`src/pkg/arpf_pkg.sv`:
```
// Constants and types for the automatic-mode radio pipe controller
`default_nettype none
package arpf_pkg;
  // Clock and timing
  localparam int CLK_HZ        = 10_000_000;
  localparam int MS_PER_S      = 1000;
  localparam int CYC_PER_MS    = CLK_HZ / MS_PER_S;
  localparam int PAIR_HOLD_MS  = 160;
  localparam int UART_BAUD     = 115_200;
  localparam int BAUD_CYC      = CLK_HZ / UART_BAUD;
  localparam int HALF_BAUD_CYC = BAUD_CYC / 2;
  localparam int UART_BITS     = 8;

  // Register byte addresses
  localparam logic [4:0] REG_CTRL     = 5'h00;
  localparam logic [4:0] REG_STATUS   = 5'h04;
  localparam logic [4:0] REG_IRQ_STAT = 5'h08;
  localparam logic [4:0] REG_IRQ_MASK = 5'h0C;
  localparam logic [4:0] REG_STBY_TMO = 5'h10;

  // Control fields
  localparam int CTRL_W        = 5;
  localparam int CTRL_AUTO     = 0;
  localparam int CTRL_FLOW     = 1;
  localparam int CTRL_DROP_EN  = 2;
  localparam int CTRL_UNPAIR_EN= 3;
  localparam int CTRL_WAKE_EN  = 4;
  localparam logic [CTRL_W-1:0] CTRL_RESET = 5'h1D;

  // Interrupt events
  localparam int IRQ_W         = 5;
  localparam int IRQ_LINK_UP   = 0;
  localparam int IRQ_LINK_DOWN = 1;
  localparam int IRQ_SHUTDOWN  = 2;
  localparam int IRQ_WAKE      = 3;
  localparam int IRQ_OVERRUN   = 4;

  localparam int TMO_W = 16;
  localparam logic [TMO_W-1:0] TMO_RESET = 16'h0000;

  localparam logic [1:0] RESP_OKAY   = 2'h0;
  localparam logic [1:0] RESP_SLVERR = 2'h2;
  localparam logic [1:0] DISC_BOTH   = 2'h3;

  typedef enum logic [3:0] {
    ST_OFF  = 4'h1,
    ST_STBY = 4'h2,
    ST_LINK = 4'h4,
    ST_SHUT = 4'h8
  } arpf_state_t;
endpackage : arpf_pkg
`default_nettype wire

```
`src/arpf_top.sv`:
```
// Automatic-mode radio pipe controller with AXI4-Lite control registers
//
// Operation
// - Host UART bytes received in link go to the radio peer; one arriving while the held pipe byte is not yet taken is dropped.
// - Every peer payload byte goes out on the UART transmit line.
// - Host command frames are not decoded; they pass as plain payload.
// - Peripheral role only, connectable advertising, never initiates.
// - Both limited and general discoverable procedures are used.
// - All payload uses one private pipe service channel.
// - Standby sends undirected advertising from stored configuration.
// - Pairing happens in standby; success moves to link.
// - Indication pins are updated on every state transition.
// - Shutdown stops radio activity and holds sleep until woken.
// - States run autonomously, needing only documented pin events.
// - Link supports both directions of payload at once.
// - Indication: HH shutdown, HL standby, LL link, LH session.
// - Flow control: RTS when buffer full; stop within two bytes of CTS.
`default_nettype none
module arpf_top
  import arpf_pkg::*;
#(
  parameter int MS_CYCLES = CYC_PER_MS
) (
  // Clock and reset
  input  wire logic        aclk,
  input  wire logic        aresetn,
  // AXI4-Lite write address and data
  input  wire logic [4:0]  s_axi_awaddr,
  input  wire logic        s_axi_awvalid,
  output var  logic        s_axi_awready,
  input  wire logic [31:0] s_axi_wdata,
  input  wire logic [3:0]  s_axi_wstrb,
  input  wire logic        s_axi_wvalid,
  output var  logic        s_axi_wready,
  // AXI4-Lite write response
  output var  logic [1:0]  s_axi_bresp,
  output var  logic        s_axi_bvalid,
  input  wire logic        s_axi_bready,
  // AXI4-Lite read
  input  wire logic [4:0]  s_axi_araddr,
  input  wire logic        s_axi_arvalid,
  output var  logic        s_axi_arready,
  output var  logic [31:0] s_axi_rdata,
  output var  logic [1:0]  s_axi_rresp,
  output var  logic        s_axi_rvalid,
  input  wire logic        s_axi_rready,
  // Host UART and discrete pins
  input  wire logic        uart_rxd,
  output var  logic        uart_txd,
  input  wire logic        uart_cts,
  output var  logic        uart_rts,
  input  wire logic        link_drop_n,
  input  wire logic        unpair_n,
  input  wire logic        wake_n,
  output var  logic        state_ind_pin_a,
  output var  logic        state_ind_pin_b,
  output var  logic        irq,
  // Radio link layer: events and control
  input  wire logic        radio_paired,
  input  wire logic        radio_peer_lost,
  input  wire logic        radio_session_open,
  output var  logic        radio_adv_en,
  output var  logic [1:0]  radio_disc_mode,
  output var  logic        radio_disconnect,
  output var  logic        radio_sleep,
  // Pipe service byte channels
  output var  logic [7:0]  pipe_tx_data,
  output var  logic        pipe_tx_valid,
  input  wire logic        pipe_tx_ready,
  input  wire logic [7:0]  pipe_rx_data,
  input  wire logic        pipe_rx_valid,
  output var  logic        pipe_rx_ready
);

  function automatic logic [31:0] merge_bytes(input logic [31:0] old_v,
                                              input logic [31:0] new_v,
                                              input logic [3:0]  strb);
    logic [31:0] r;
    r = old_v;
    for (int i = 0; i < 4; i++) begin
      if (strb[i]) begin
        r[i*8 +: 8] = new_v[i*8 +: 8];
      end
    end
    return r;
  endfunction

  function automatic logic reg_mapped(input logic [4:0] a);
    return (a == REG_CTRL) || (a == REG_STATUS) || (a == REG_IRQ_STAT) ||
           (a == REG_IRQ_MASK) || (a == REG_STBY_TMO);
  endfunction

  arpf_state_t         state;
  arpf_state_t         next_state;
  logic [CTRL_W-1:0]   ctrl;
  logic [IRQ_W-1:0]    irq_stat;
  logic [IRQ_W-1:0]    irq_mask;
  logic [IRQ_W-1:0]    irq_event;
  logic [TMO_W-1:0]    stby_tmo;
  logic [TMO_W-1:0]    stby_ms;
  logic [4:0]          aw_addr;
  logic                aw_got;
  logic [31:0]         w_data;
  logic [3:0]          w_strb;
  logic                w_got;
  logic                wr_commit;
  logic [31:0]         wr_val;
  logic [31:0]         rd_val;
  logic [13:0]         ms_cnt;
  logic                ms_tick;
  logic [7:0]          pair_ms;
  logic                unpair_fire;
  logic                drop_fire;
  logic                wake_fire;
  logic                rx_done;
  logic [7:0]          rx_shift;
  logic                rx_busy;
  logic [3:0]          rx_bit;
  logic [7:0]          rx_cnt;
  logic [7:0]          p2h_data;
  logic                p2h_full;
  logic [9:0]          tx_shift;
  logic [3:0]          tx_bit;
  logic [7:0]          tx_cnt;
  logic                tx_busy;
  logic                tx_start;

  // AXI4-Lite write channel: address and data taken in either order
  assign wr_commit = aw_got && w_got && !s_axi_bvalid;

  always_ff @(posedge aclk) begin
    if (!aresetn) begin
      aw_got        <= 1'b0;
      w_got         <= 1'b0;
      aw_addr       <= '0;
      w_data        <= '0;
      w_strb        <= '0;
      s_axi_awready <= 1'b1;
      s_axi_wready  <= 1'b1;
      s_axi_bvalid  <= 1'b0;
      s_axi_bresp   <= RESP_OKAY;
    end else begin
      if (wr_commit) begin
        aw_got        <= 1'b0;
        w_got         <= 1'b0;
        s_axi_awready <= 1'b1;
        s_axi_wready  <= 1'b1;
        s_axi_bvalid  <= 1'b1;
        s_axi_bresp   <= reg_mapped(aw_addr) ? RESP_OKAY : RESP_SLVERR;
      end else begin
        if (s_axi_awvalid && s_axi_awready) begin
          aw_got        <= 1'b1;
          aw_addr       <= s_axi_awaddr;
          s_axi_awready <= 1'b0;
        end
        if (s_axi_wvalid && s_axi_wready) begin
          w_got        <= 1'b1;
          w_data       <= s_axi_wdata;
          w_strb       <= s_axi_wstrb;
          s_axi_wready <= 1'b0;
        end
        if (s_axi_bvalid && s_axi_bready) begin
          s_axi_bvalid <= 1'b0;
        end
      end
    end
  end

  always_comb begin
    wr_val = '0;
    case (aw_addr)
      REG_CTRL:     wr_val = {{(32-CTRL_W){1'b0}}, ctrl};
      REG_IRQ_MASK: wr_val = {{(32-IRQ_W){1'b0}}, irq_mask};
      REG_STBY_TMO: wr_val = {{(32-TMO_W){1'b0}}, stby_tmo};
      default:      wr_val = '0;
    endcase
    wr_val = merge_bytes(wr_val, w_data, w_strb);
  end

  always_ff @(posedge aclk) begin
    if (!aresetn) begin
      ctrl     <= CTRL_RESET;
      irq_mask <= '0;
      stby_tmo <= TMO_RESET;
    end else if (wr_commit) begin
      case (aw_addr)
        REG_CTRL:     ctrl     <= wr_val[CTRL_W-1:0];
        REG_IRQ_MASK: irq_mask <= wr_val[IRQ_W-1:0];
        REG_STBY_TMO: stby_tmo <= wr_val[TMO_W-1:0];
        default:      ;
      endcase
    end
  end

  // Sticky events; a new event wins over a write-one-to-clear
  always_ff @(posedge aclk) begin
    if (!aresetn) begin
      irq_stat <= '0;
    end else if (wr_commit && aw_addr == REG_IRQ_STAT) begin
      irq_stat <= (irq_stat & ~wr_val[IRQ_W-1:0]) | irq_event;
    end else begin
      irq_stat <= irq_stat | irq_event;
    end
  end

  always_ff @(posedge aclk) begin
    if (!aresetn) begin
      irq <= 1'b0;
    end else begin
      irq <= |(irq_stat & irq_mask);
    end
  end

  // AXI4-Lite read channel
  always_comb begin
    case (s_axi_araddr)
      REG_CTRL:     rd_val = {{(32-CTRL_W){1'b0}}, ctrl};
      REG_STATUS:   rd_val = {20'h00000, uart_rts, p2h_full, pipe_tx_valid,
                              radio_session_open, state_ind_pin_a,
                              state_ind_pin_b, 2'h0, state};
      REG_IRQ_STAT: rd_val = {{(32-IRQ_W){1'b0}}, irq_stat};
      REG_IRQ_MASK: rd_val = {{(32-IRQ_W){1'b0}}, irq_mask};
      REG_STBY_TMO: rd_val = {{(32-TMO_W){1'b0}}, stby_tmo};
      default:      rd_val = '0;
    endcase
  end

  always_ff @(posedge aclk) begin
    if (!aresetn) begin
      s_axi_arready <= 1'b1;
      s_axi_rvalid  <= 1'b0;
      s_axi_rdata   <= '0;
      s_axi_rresp   <= RESP_OKAY;
    end else if (s_axi_arvalid && s_axi_arready) begin
      s_axi_arready <= 1'b0;
      s_axi_rvalid  <= 1'b1;
      s_axi_rdata   <= rd_val;
      s_axi_rresp   <= reg_mapped(s_axi_araddr) ? RESP_OKAY : RESP_SLVERR;
    end else if (s_axi_rvalid && s_axi_rready) begin
      s_axi_rvalid  <= 1'b0;
      s_axi_arready <= 1'b1;
    end
  end

  // Millisecond time base for pin hold and standby timeout
  assign ms_tick = (ms_cnt == 14'(MS_CYCLES - 1));

  always_ff @(posedge aclk) begin
    if (!aresetn || ms_tick) begin
      ms_cnt <= '0;
    end else begin
      ms_cnt <= ms_cnt + 14'h0001;
    end
  end

  // Unpair pin must stay low a full hold time in link
  always_ff @(posedge aclk) begin
    if (!aresetn || unpair_n || state != ST_LINK) begin
      pair_ms <= '0;
    end else if (ms_tick && pair_ms != 8'(PAIR_HOLD_MS)) begin
      pair_ms <= pair_ms + 8'h01;
    end
  end

  assign unpair_fire = ctrl[CTRL_UNPAIR_EN] &&
                       (pair_ms == 8'(PAIR_HOLD_MS));
  assign drop_fire   = ctrl[CTRL_DROP_EN] && !link_drop_n;
  assign wake_fire   = ctrl[CTRL_WAKE_EN] && !wake_n;

  always_ff @(posedge aclk) begin
    if (!aresetn || state != ST_STBY) begin
      stby_ms <= '0;
    end else if (ms_tick) begin
      stby_ms <= stby_ms + 16'h0001;
    end
  end

  // Autonomous state sequencing
  always_comb begin
    next_state = state;
    case (state)
      ST_OFF:  if (ctrl[CTRL_AUTO]) next_state = ST_STBY;
      ST_STBY: begin
        if (radio_paired) begin
          next_state = ST_LINK;
        end else if (stby_tmo != '0 && stby_ms >= stby_tmo) begin
          next_state = ST_SHUT;
        end
      end
      ST_LINK: begin
        if (drop_fire) begin
          next_state = ST_SHUT;
        end else if (unpair_fire || radio_peer_lost) begin
          next_state = ST_STBY;
        end
      end
      ST_SHUT: if (wake_fire) next_state = ST_STBY;
      default: next_state = ST_OFF;
    endcase
    if (!ctrl[CTRL_AUTO]) begin
      next_state = ST_OFF;
    end
  end

  always_comb begin
    irq_event = '0;
    irq_event[IRQ_LINK_UP]   = (state != ST_LINK) && (next_state == ST_LINK);
    irq_event[IRQ_LINK_DOWN] = (state == ST_LINK) && (next_state != ST_LINK);
    irq_event[IRQ_SHUTDOWN]  = (state != ST_SHUT) && (next_state == ST_SHUT);
    irq_event[IRQ_WAKE]      = (state == ST_SHUT) && (next_state == ST_STBY);
    irq_event[IRQ_OVERRUN]   = rx_done && (state == ST_LINK) &&
                               pipe_tx_valid && !pipe_tx_ready;
  end

  always_ff @(posedge aclk) begin
    if (!aresetn) begin
      state <= ST_OFF;
    end else begin
      state <= next_state;
    end
  end

  // Radio control and indication pins follow the next state
  always_ff @(posedge aclk) begin
    if (!aresetn) begin
      radio_adv_en     <= 1'b0;
      radio_disc_mode  <= 2'h0;
      radio_disconnect <= 1'b0;
      radio_sleep      <= 1'b0;
      state_ind_pin_a  <= 1'b1;
      state_ind_pin_b  <= 1'b1;
    end else begin
      radio_adv_en     <= (next_state == ST_STBY);
      radio_disc_mode  <= (next_state == ST_STBY) ? DISC_BOTH : 2'h0;
      radio_disconnect <= (state == ST_LINK) && (next_state != ST_LINK) &&
                          !radio_peer_lost;
      radio_sleep      <= (next_state == ST_SHUT);
      case (next_state)
        ST_STBY: begin
          state_ind_pin_a <= 1'b1;
          state_ind_pin_b <= 1'b0;
        end
        ST_LINK: begin
          state_ind_pin_a <= 1'b0;
          state_ind_pin_b <= radio_session_open;
        end
        default: begin
          state_ind_pin_a <= 1'b1;
          state_ind_pin_b <= 1'b1;
        end
      endcase
    end
  end

  // UART receiver; bytes are never parsed for commands
  always_ff @(posedge aclk) begin
    if (!aresetn) begin
      rx_busy  <= 1'b0;
      rx_bit   <= '0;
      rx_cnt   <= '0;
      rx_shift <= '0;
      rx_done  <= 1'b0;
    end else begin
      rx_done <= 1'b0;
      if (!rx_busy) begin
        if (!uart_rxd) begin
          rx_busy <= 1'b1;
          rx_bit  <= '0;
          rx_cnt  <= 8'(HALF_BAUD_CYC);
        end
      end else if (rx_cnt != '0) begin
        rx_cnt <= rx_cnt - 8'h01;
      end else begin
        rx_cnt <= 8'(BAUD_CYC - 1);
        rx_bit <= rx_bit + 4'h1;
        if (rx_bit == 4'h0 && uart_rxd) begin
          rx_busy <= 1'b0;
        end else if (rx_bit == 4'(UART_BITS + 1)) begin
          rx_busy <= 1'b0;
          rx_done <= uart_rxd;
        end else if (rx_bit != 4'h0) begin
          rx_shift <= {uart_rxd, rx_shift[7:1]};
        end
      end
    end
  end

  // Host-to-peer holding byte on the pipe service
  always_ff @(posedge aclk) begin
    if (!aresetn || state != ST_LINK) begin
      pipe_tx_valid <= 1'b0;
      pipe_tx_data  <= '0;
    end else if (rx_done && (!pipe_tx_valid || pipe_tx_ready)) begin
      pipe_tx_valid <= 1'b1;
      pipe_tx_data  <= rx_shift;
    end else if (pipe_tx_ready) begin
      pipe_tx_valid <= 1'b0;
    end
  end

  always_ff @(posedge aclk) begin
    if (!aresetn) begin
      uart_rts <= 1'b0;
    end else begin
      uart_rts <= ctrl[CTRL_FLOW] && pipe_tx_valid;
    end
  end

  // Peer-to-host holding byte
  assign tx_start = p2h_full && !tx_busy &&
                    !(ctrl[CTRL_FLOW] && uart_cts);

  always_ff @(posedge aclk) begin
    if (!aresetn) begin
      p2h_full      <= 1'b0;
      p2h_data      <= '0;
      pipe_rx_ready <= 1'b0;
    end else begin
      if (pipe_rx_valid && pipe_rx_ready) begin
        p2h_full <= 1'b1;
        p2h_data <= pipe_rx_data;
      end else if (tx_start) begin
        p2h_full <= 1'b0;
      end
      pipe_rx_ready <= (next_state == ST_LINK) && !p2h_full &&
                       !(pipe_rx_valid && pipe_rx_ready);
    end
  end

  // UART transmitter
  always_ff @(posedge aclk) begin
    if (!aresetn) begin
      tx_busy  <= 1'b0;
      tx_shift <= '1;
      tx_bit   <= '0;
      tx_cnt   <= '0;
      uart_txd <= 1'b1;
    end else if (!tx_busy) begin
      uart_txd <= 1'b1;
      if (tx_start) begin
        tx_busy  <= 1'b1;
        tx_shift <= {1'b1, p2h_data, 1'b0};
        tx_bit   <= '0;
        tx_cnt   <= '0;
      end
    end else if (tx_cnt != '0) begin
      tx_cnt <= tx_cnt - 8'h01;
    end else begin
      uart_txd <= tx_shift[0];
      tx_shift <= {1'b1, tx_shift[9:1]};
      tx_cnt   <= 8'(BAUD_CYC - 1);
      tx_bit   <= tx_bit + 4'h1;
      if (tx_bit == 4'(UART_BITS + 2)) begin
        tx_busy  <= 1'b0;
      end
    end
  end

endmodule // arpf_top
`default_nettype wire
```
`config.mk`:
```
export PLATFORM = sky130hd
export DESIGN_NAME = arpf_top
export DESIGN_NICKNAME = d
export VERILOG_FILES = /design/src/pkg/arpf_pkg.sv /design/src/arpf_top.sv
export SDC_FILE = /design/constraint.sdc
export NUM_CORES = 1
export LEC_CHECK = 0
export BUFFER_PORTS_ARGS = -buffer_cell sky130_fd_sc_hd__buf_2
export CORE_MARGIN = 10
export CORE_UTILIZATION = 57
export CTS_CLUSTER_DIAMETER = 100
export CTS_CLUSTER_SIZE = 40
export DETAILED_ROUTE_END_ITERATION = 10
export GPL_ROUTABILITY_DRIVEN = 0
export PLACE_DENSITY_LB_ADDON = 0.3
export SKIP_LAST_GASP = 1
export SYNTH_ARGS = -nofsm -noshare
export SYNTH_HDL_FRONTEND = slang
export SYNTH_SLANG_ARGS = --single-unit
```
`constraint.sdc`:
```
create_clock -name aclk -period 2.5 [get_ports aclk]
set_input_delay 0.25 -clock aclk [delete_from_list [all_inputs] [get_ports aclk]]
set_output_delay 0.25 -clock aclk [all_outputs]
set_load 0.05 [all_outputs]
```
# ---- Word-level counts from Yosys, hierarchy flattened
# Cells that the tools add are included.
dict set report op_classes {
  eq_ne 29
  bitwise_logic 11
  shift 0
  n_reduce_logical 82
  add_sub_neg 7
  n_mul 0
  n_mux 51
  order_cmp 1
  n_div 0
}
# operator n
set op_table {}
lappend op_table {{$pmux 16 s5} 1}
lappend op_table {{$mux 8} 8}
lappend op_table {{$mux 4} 12}
lappend op_table {{$pmux 16 s3} 1}
lappend op_table {{$logic_and 1x1->1} 30}
lappend op_table {{$mux 10} 3}
lappend op_table {{$eq 5x4->1 const B} 4}
lappend op_table {{$mux 1} 20}
lappend op_table {{$add 16x1->16 const B} 1}
lappend op_table {{$eq 4x4->1 const B} 4}
lappend op_table {{$ge 16x16->1} 1}
lappend op_table {{$pmux 4 s4} 1}
lappend op_table {{$reduce_and 2->1} 8}
lappend op_table {{$reduce_bool 16->1} 1}
lappend op_table {{$reduce_bool 8->1} 2}
lappend op_table {{$sub 8x1->8 const B} 2}
lappend op_table {{$logic_or 1x1->1} 15}
lappend op_table {{$add 14x1->14 const B} 1}
lappend op_table {{$eq 14x14->1 const B} 1}
lappend op_table {{$logic_not 1->1} 11}
lappend op_table {{$and 5x5->5} 2}
lappend op_table {{$eq 5x3->1 const B} 2}
lappend op_table {{$eq 5x5->1 const B} 2}
lappend op_table {{$logic_not 5->1} 2}
lappend op_table {{other kinds (25)} 46}
dict set report word_totals {
  memories 0
  mem_bits_ro 0
  elab_cells 227
  ff_bits 213
  mem_bits_rw 0
  latchBits 0
}

# ---- Depth between registers and ports, before layout
dict set report logic_depth {
  word_depth 11
  ltp_mapped 8
}

# ---- Worst setup path before layout
# OpenSTA, ideal clock, no wires.
dict set report synth_path {
  path_kind {reg-to-reg}
  start {register stby_ms[0]}
  end {register state_ind_pin_b}
  path_slack_ns 0.514
  path_buffers 0
  required_time_ns 2.367
  setup_time_ns 0.133
  path_stages_with_launch 9
  synth_period_minus_slack_ns 1.986
  t_arrival_ns 1.853
  path_cell_list {dfxtp_1 -> inv_1 -> ha_1 -> nand2b_1 -> a2111o_1 -> a32oi_1 -> nand3_1 -> a211oi_1 -> a31oi_1}
}
dict set report synth_between {
  elab_chain_len 8
}
# element line
set synth_lines {}
lappend synth_lines {{start, declared} arpf_top.sv:100} ;# logic [TMO_W-1:0] stby_ms;
lappend synth_lines {{start signal, assigned} arpf_top.sv:274} ;# stby_ms <= stby_ms + 16'h0001;
lappend synth_lines {{$ge 16x16->1 *} arpf_top.sv:286} ;# end else if (stby_tmo != '0 && stby_ms >= stby_tmo) begin
lappend synth_lines {{$logic_and 1x1->1 *} arpf_top.sv:286}
lappend synth_lines {{$mux 4 *} arpf_top.sv:286}
lappend synth_lines {{$mux 4 *} arpf_top.sv:284} ;# if (radio_paired) begin
lappend synth_lines {{$pmux 4 s4 *} arpf_top.sv:281} ;# case (state)
lappend synth_lines {{$mux 4 *} arpf_top.sv:300} ;# if (!ctrl[CTRL_AUTO]) begin
lappend synth_lines {{$eq 4x3->1 / $eq 4x2->1 (equally long branches)} arpf_top.sv:338} ;# case (next_state)
lappend synth_lines {{$pmux 1 s2 *} arpf_top.sv:338}
lappend synth_lines {{end signal, assigned} arpf_top.sv:345} ;# state_ind_pin_b <= radio_session_open;
lappend synth_lines {{end, declared} arpf_top.sv:56} ;# output var logic state_ind_pin_b,
# Every way passes the cells marked *; elsewhere a longest branch is shown, timed or not.
# A chain may end at the register's enable or synchronous reset.

# ---- Worst setup path after layout
dict set report layout_path {
  start {register stby_tmo[1]}
  end {register state_ind_pin_b}
}
dict set report layout_between {
  elab_chain_len 8
}
# element line
set layout_lines {}
lappend layout_lines {{start, declared} arpf_top.sv:99} ;# logic [TMO_W-1:0] stby_tmo;
lappend layout_lines {{start signal, assigned} arpf_top.sv:189} ;# REG_STBY_TMO: stby_tmo <= wr_val[TMO_W-1:0];
lappend layout_lines {{$ge 16x16->1 / $reduce_bool 16->1 (equally long branches)} arpf_top.sv:286}
lappend layout_lines {{$logic_and 1x1->1 *} arpf_top.sv:286}
lappend layout_lines {{$mux 4 *} arpf_top.sv:286}
lappend layout_lines {{$mux 4 *} arpf_top.sv:284}
lappend layout_lines {{$pmux 4 s4 *} arpf_top.sv:281}
lappend layout_lines {{$mux 4 *} arpf_top.sv:300}
lappend layout_lines {{$eq 4x3->1 / $eq 4x2->1 (equally long branches)} arpf_top.sv:338}
lappend layout_lines {{$pmux 1 s2 *} arpf_top.sv:338}
# Marked as above.

==> results.py <==
metrics = {
    "route": {
        "drc": 0,
        "via_per_inst": 5.563,
        "first_pass_iters": 6,
        "routedWlPerCell_um": 15.43,
        "route.vias.total": 7221,
        "finalWirelength_um": 20030,
        "dr.first_iter.drc_count": 533,
        "ant_nets": 0,
    },
    "timing": {
        "period_minus_slack_ns": 2.170,
        "fin_tns_setup_ns": 0,
        "hold_viol_final": 0,
        "clock.fmax_mhz": 460.9,
        "drv_slew": 0,
        "relSlewSlack_pct": 36.36,
        "rsz0062_at_grt": "no",
        "setup_slack_ns": 0.3303,
        "setup_viol": 0,
        "min_period_over_period_pct": 86.79,
        "tightest_slew_ns": 0.9546,
        "skew_ns": 0.01242,
    },
    "yosys": {
        "synth_edf_count": 0,
        "ys.flop_type": "dfxtp_1",
        "synth-seq-cells": 192,
        "yosysWarnings": 0,
        "syn_avg_cell_area_sq_um": 8.431,
        "syn_inst": 1019,
        "async_flop_share_pct": 0,
        "syn_area_sq_mm": 0.008591,
        "yosysSeqAreaShare_pct": 44.74,
        "ys_types": 63,
    },
    "pwr": {
        "switchingPower_mw": 1.824,
        "sw_frac_of_total_pct": 27.21,
        "p_per_area_mw_per_mm2": 687.0,
        "p_seq_share_pct": 48.3,
        "p_comb_share_pct": 10.5,
        "p_int_mw": 4.880,
        "leakagePower_nw": 4.019,
        "clkPwrFrac_pct": 41.2,
        "ir_worst_vdd_mv": 0.5123,
    },
    "global_route": {
        "grt_pass1_wl_um": 32980,
        "grtUsageMet1_pct": 24.89,
        "grt_max_degree": 92,
        "grt_antenna_before_repair": 0,
        "grt_pass1_vias": 6867,
        "busiest_layer": "met2",
        "globalRouteMet3Util_pct": 4.677,
        "met2_usage_pct": 32.28,
        "grt_use_total_pct": 19.78,
        "grt-ovfl-total": 0,
    },
    "setup_path": {
        "critical_path_arrival_ns": 2.47,
        "end_kind": "flip-flop",
        "cp_max_fo": 5,
        "path_class": "flip-flop to flip-flop",
        "cp.required_ns": 2.80,
        "cp-start-kind": "flip-flop",
    },
    "die": {
        "coreArea_sq_mm": 0.01464,
        "ios": 132,
        "die_area_sq_mm": 0.02038,
        "start_util_pct": 58.66,
        "rows": 44,
        "die_w_um": 142.8,
        "die_y_um": 142.8,
    },
    "cells_and_area": {
        "final_cells": 1298,
        "diodes": 0,
        "area_delta_synth_final_pct": 13.60,
        "nets": 1201,
        "ff_latch_area_sq_mm": 0.003844,
        "num-fill-cells": 1219,
        "final_util_pct": 66.64,
        "multi_input_area_sq_mm": 0.004335,
        "drive_above_1_share_pct": 14.90,
    },
    "place": {
        "dp_cells": 1265,
        "place_ws_ns": 0.4040,
        "io_buffer_count": 95,
        "dpl.hpwl_um": 14530,
    },
    "clocking": {
        "post_cts_buffers": 0,
        "cts_buffers": 17,
        "h-tree-depth": 4,
        "tritoncts": "yes",
        "cts_sinks": 192,
        "cts_resized": 0,
        "clk_pin_slew_ns": 0.08,
        "cts-root-buf": "clkbuf_16",
        "worst_skew_pair.late_latency_ns": 0.44,
        "postCtsHoldBufs": 1,
        "cts_max_path_buffers": 2,
    },
    "run_status": {
        "status": "completed",
    },
    "job": {
        "drv_cap": 0,
    },
    "hold_path": {
        "hold_path.class": "input port to flip-flop",
    },
}
==> synth_stat cells (12+ instances only) <==
library cell,instances,area share (%)
ha_1,29,4.2
clkbuf_1,36,1.6
xnor2_1,12,1.2
nand3_1,35,2.0
mux2i_1,32,3.7
nor3_1,20,1.2
a21oi_1,97,5.7
nand2_1,138,6.0
nand4_1,15,1.1
o21ai_0,36,2.1
a22oi_1,15,1.3
and3_1,20,1.5
inv_1,34,1.5
xor2_1,24,2.4
buf_4,20,1.7
dfxtp_1,192,45
nand2b_1,13,0.95
nor2_1,123,5.4
==> power groups by stage <==
stage | registers, mW | logic, mW | clock network (mW)
global placement | 3.30 | 0.688 | 0
floorplan | 3.35 | 0.508 | 0
CTS | 3.24 | 0.705 | 2.79
detailed placement | 3.31 | 0.699 | 0
finish | 3.24 | 0.706 | 2.76
global route | 3.25 | 0.782 | 2.92
==> layout by cell type (no fill, tap or decap), types with 17 or more instances in the layout <==
master	synthesis	layout
nand3_1	35	35
buf_2	5	95
mux2i_1	32	32
o21ai_0	36	36
clkbuf_16	0	17
dfxtp_1	192	192
nor2_1	123	123
ha_1	29	29
nor3_1	20	20
xor2_1	24	24
inv_1	34	33
buf_4	20	19
conb_1	1	18
nand2_1	138	138
and3_1	20	20
a21oi_1	97	97
==> critical path, cell delays in order, from the launching register on <==
cell and delay (ns):
dfxtp_1 0.43, inv_1 0.07, ha_1 0.31, a2111o_1 0.37, a32oi_1 0.29, nand3_1 0.15
a211oi_1 0.33, a31oi_1 0.08
==> area by class of cell <==
class                   instances  share of cell area, %
clock buffers                  18                  4.397
repair buffers                115                  6.436
well taps                     184                  2.359
clock inverters                14                  1.692
multi-input cells             741                  44.42
flip-flops and latches        192                  39.38
inverters                      34                  1.308
==> state kept, by name, summed over array words and instances (netlist names), 8 cells and up <==
register and cells:
ms_cnt 14, p2h_data 8, pair_ms 8, pipe_tx_data 8
rx_cnt 8, rx_shift 8, s_axi_rdata 16, stby_ms 16
stby_tmo 16, tx_cnt 8, tx_shift 9, w_data 16
==> metal layers <==
layer / part of all wire, % / vias to the layer above
met5: 0 / -
met4: 1.7 / 0
met3: 5.2 / 28
met2: 47 / 163
met1: 46 / 3363
li1: - / 3667
==> kinds of logic (layout without fill, tap and decap cells) <==
group | after synthesis | count (layout) | synth area share, %
AND/OR/NAND/NOR | 412 | 412 | 22.34
AO/OA/AOI/OAI | 204 | 204 | 14.40
flip-flops | 192 | 192 | 44.74
buffers and inverters | 103 | 181 | 5.534
multiplexers | 42 | 42 | 5.039
XOR/XNOR | 36 | 36 | 3.670
adder cells (fa/ha/maj) | 29 | 29 | 4.224
other | 1 | 18 | 0.04365
==> through the flow <==
stage / power [mW] / instance area [sq um] / hold WS [ns]
6_report: 6.704 / 9759 / 0.04038
5_1_grt: 6.953 / 9759 / 0.03575
4_1_cts: 6.731 / 9759 / 0.03432
3_5_place_dp: 4.005 / 9155 / 0.4395
3_3_place_gp: 3.991 / 9155 / 0.4281
2_1_floorplan: 3.855 / 8655 / 0.3293
==> worst paths after layout <==
kind	startpoint	endpoint	slack, ns	depth (start not counted)
hold reg to reg	s_axi_rdata[5]	s_axi_rdata[5]	0.45	2
setup reg to reg	stby_tmo[1]	state_ind_pin_b	0.33	7
setup / recovery	stby_tmo[1]	state_ind_pin_b	0.33	7
hold / removal	s_axi_wdata[8]	w_data[8]	0.04	3
Power figures use the tool's default switching activity.
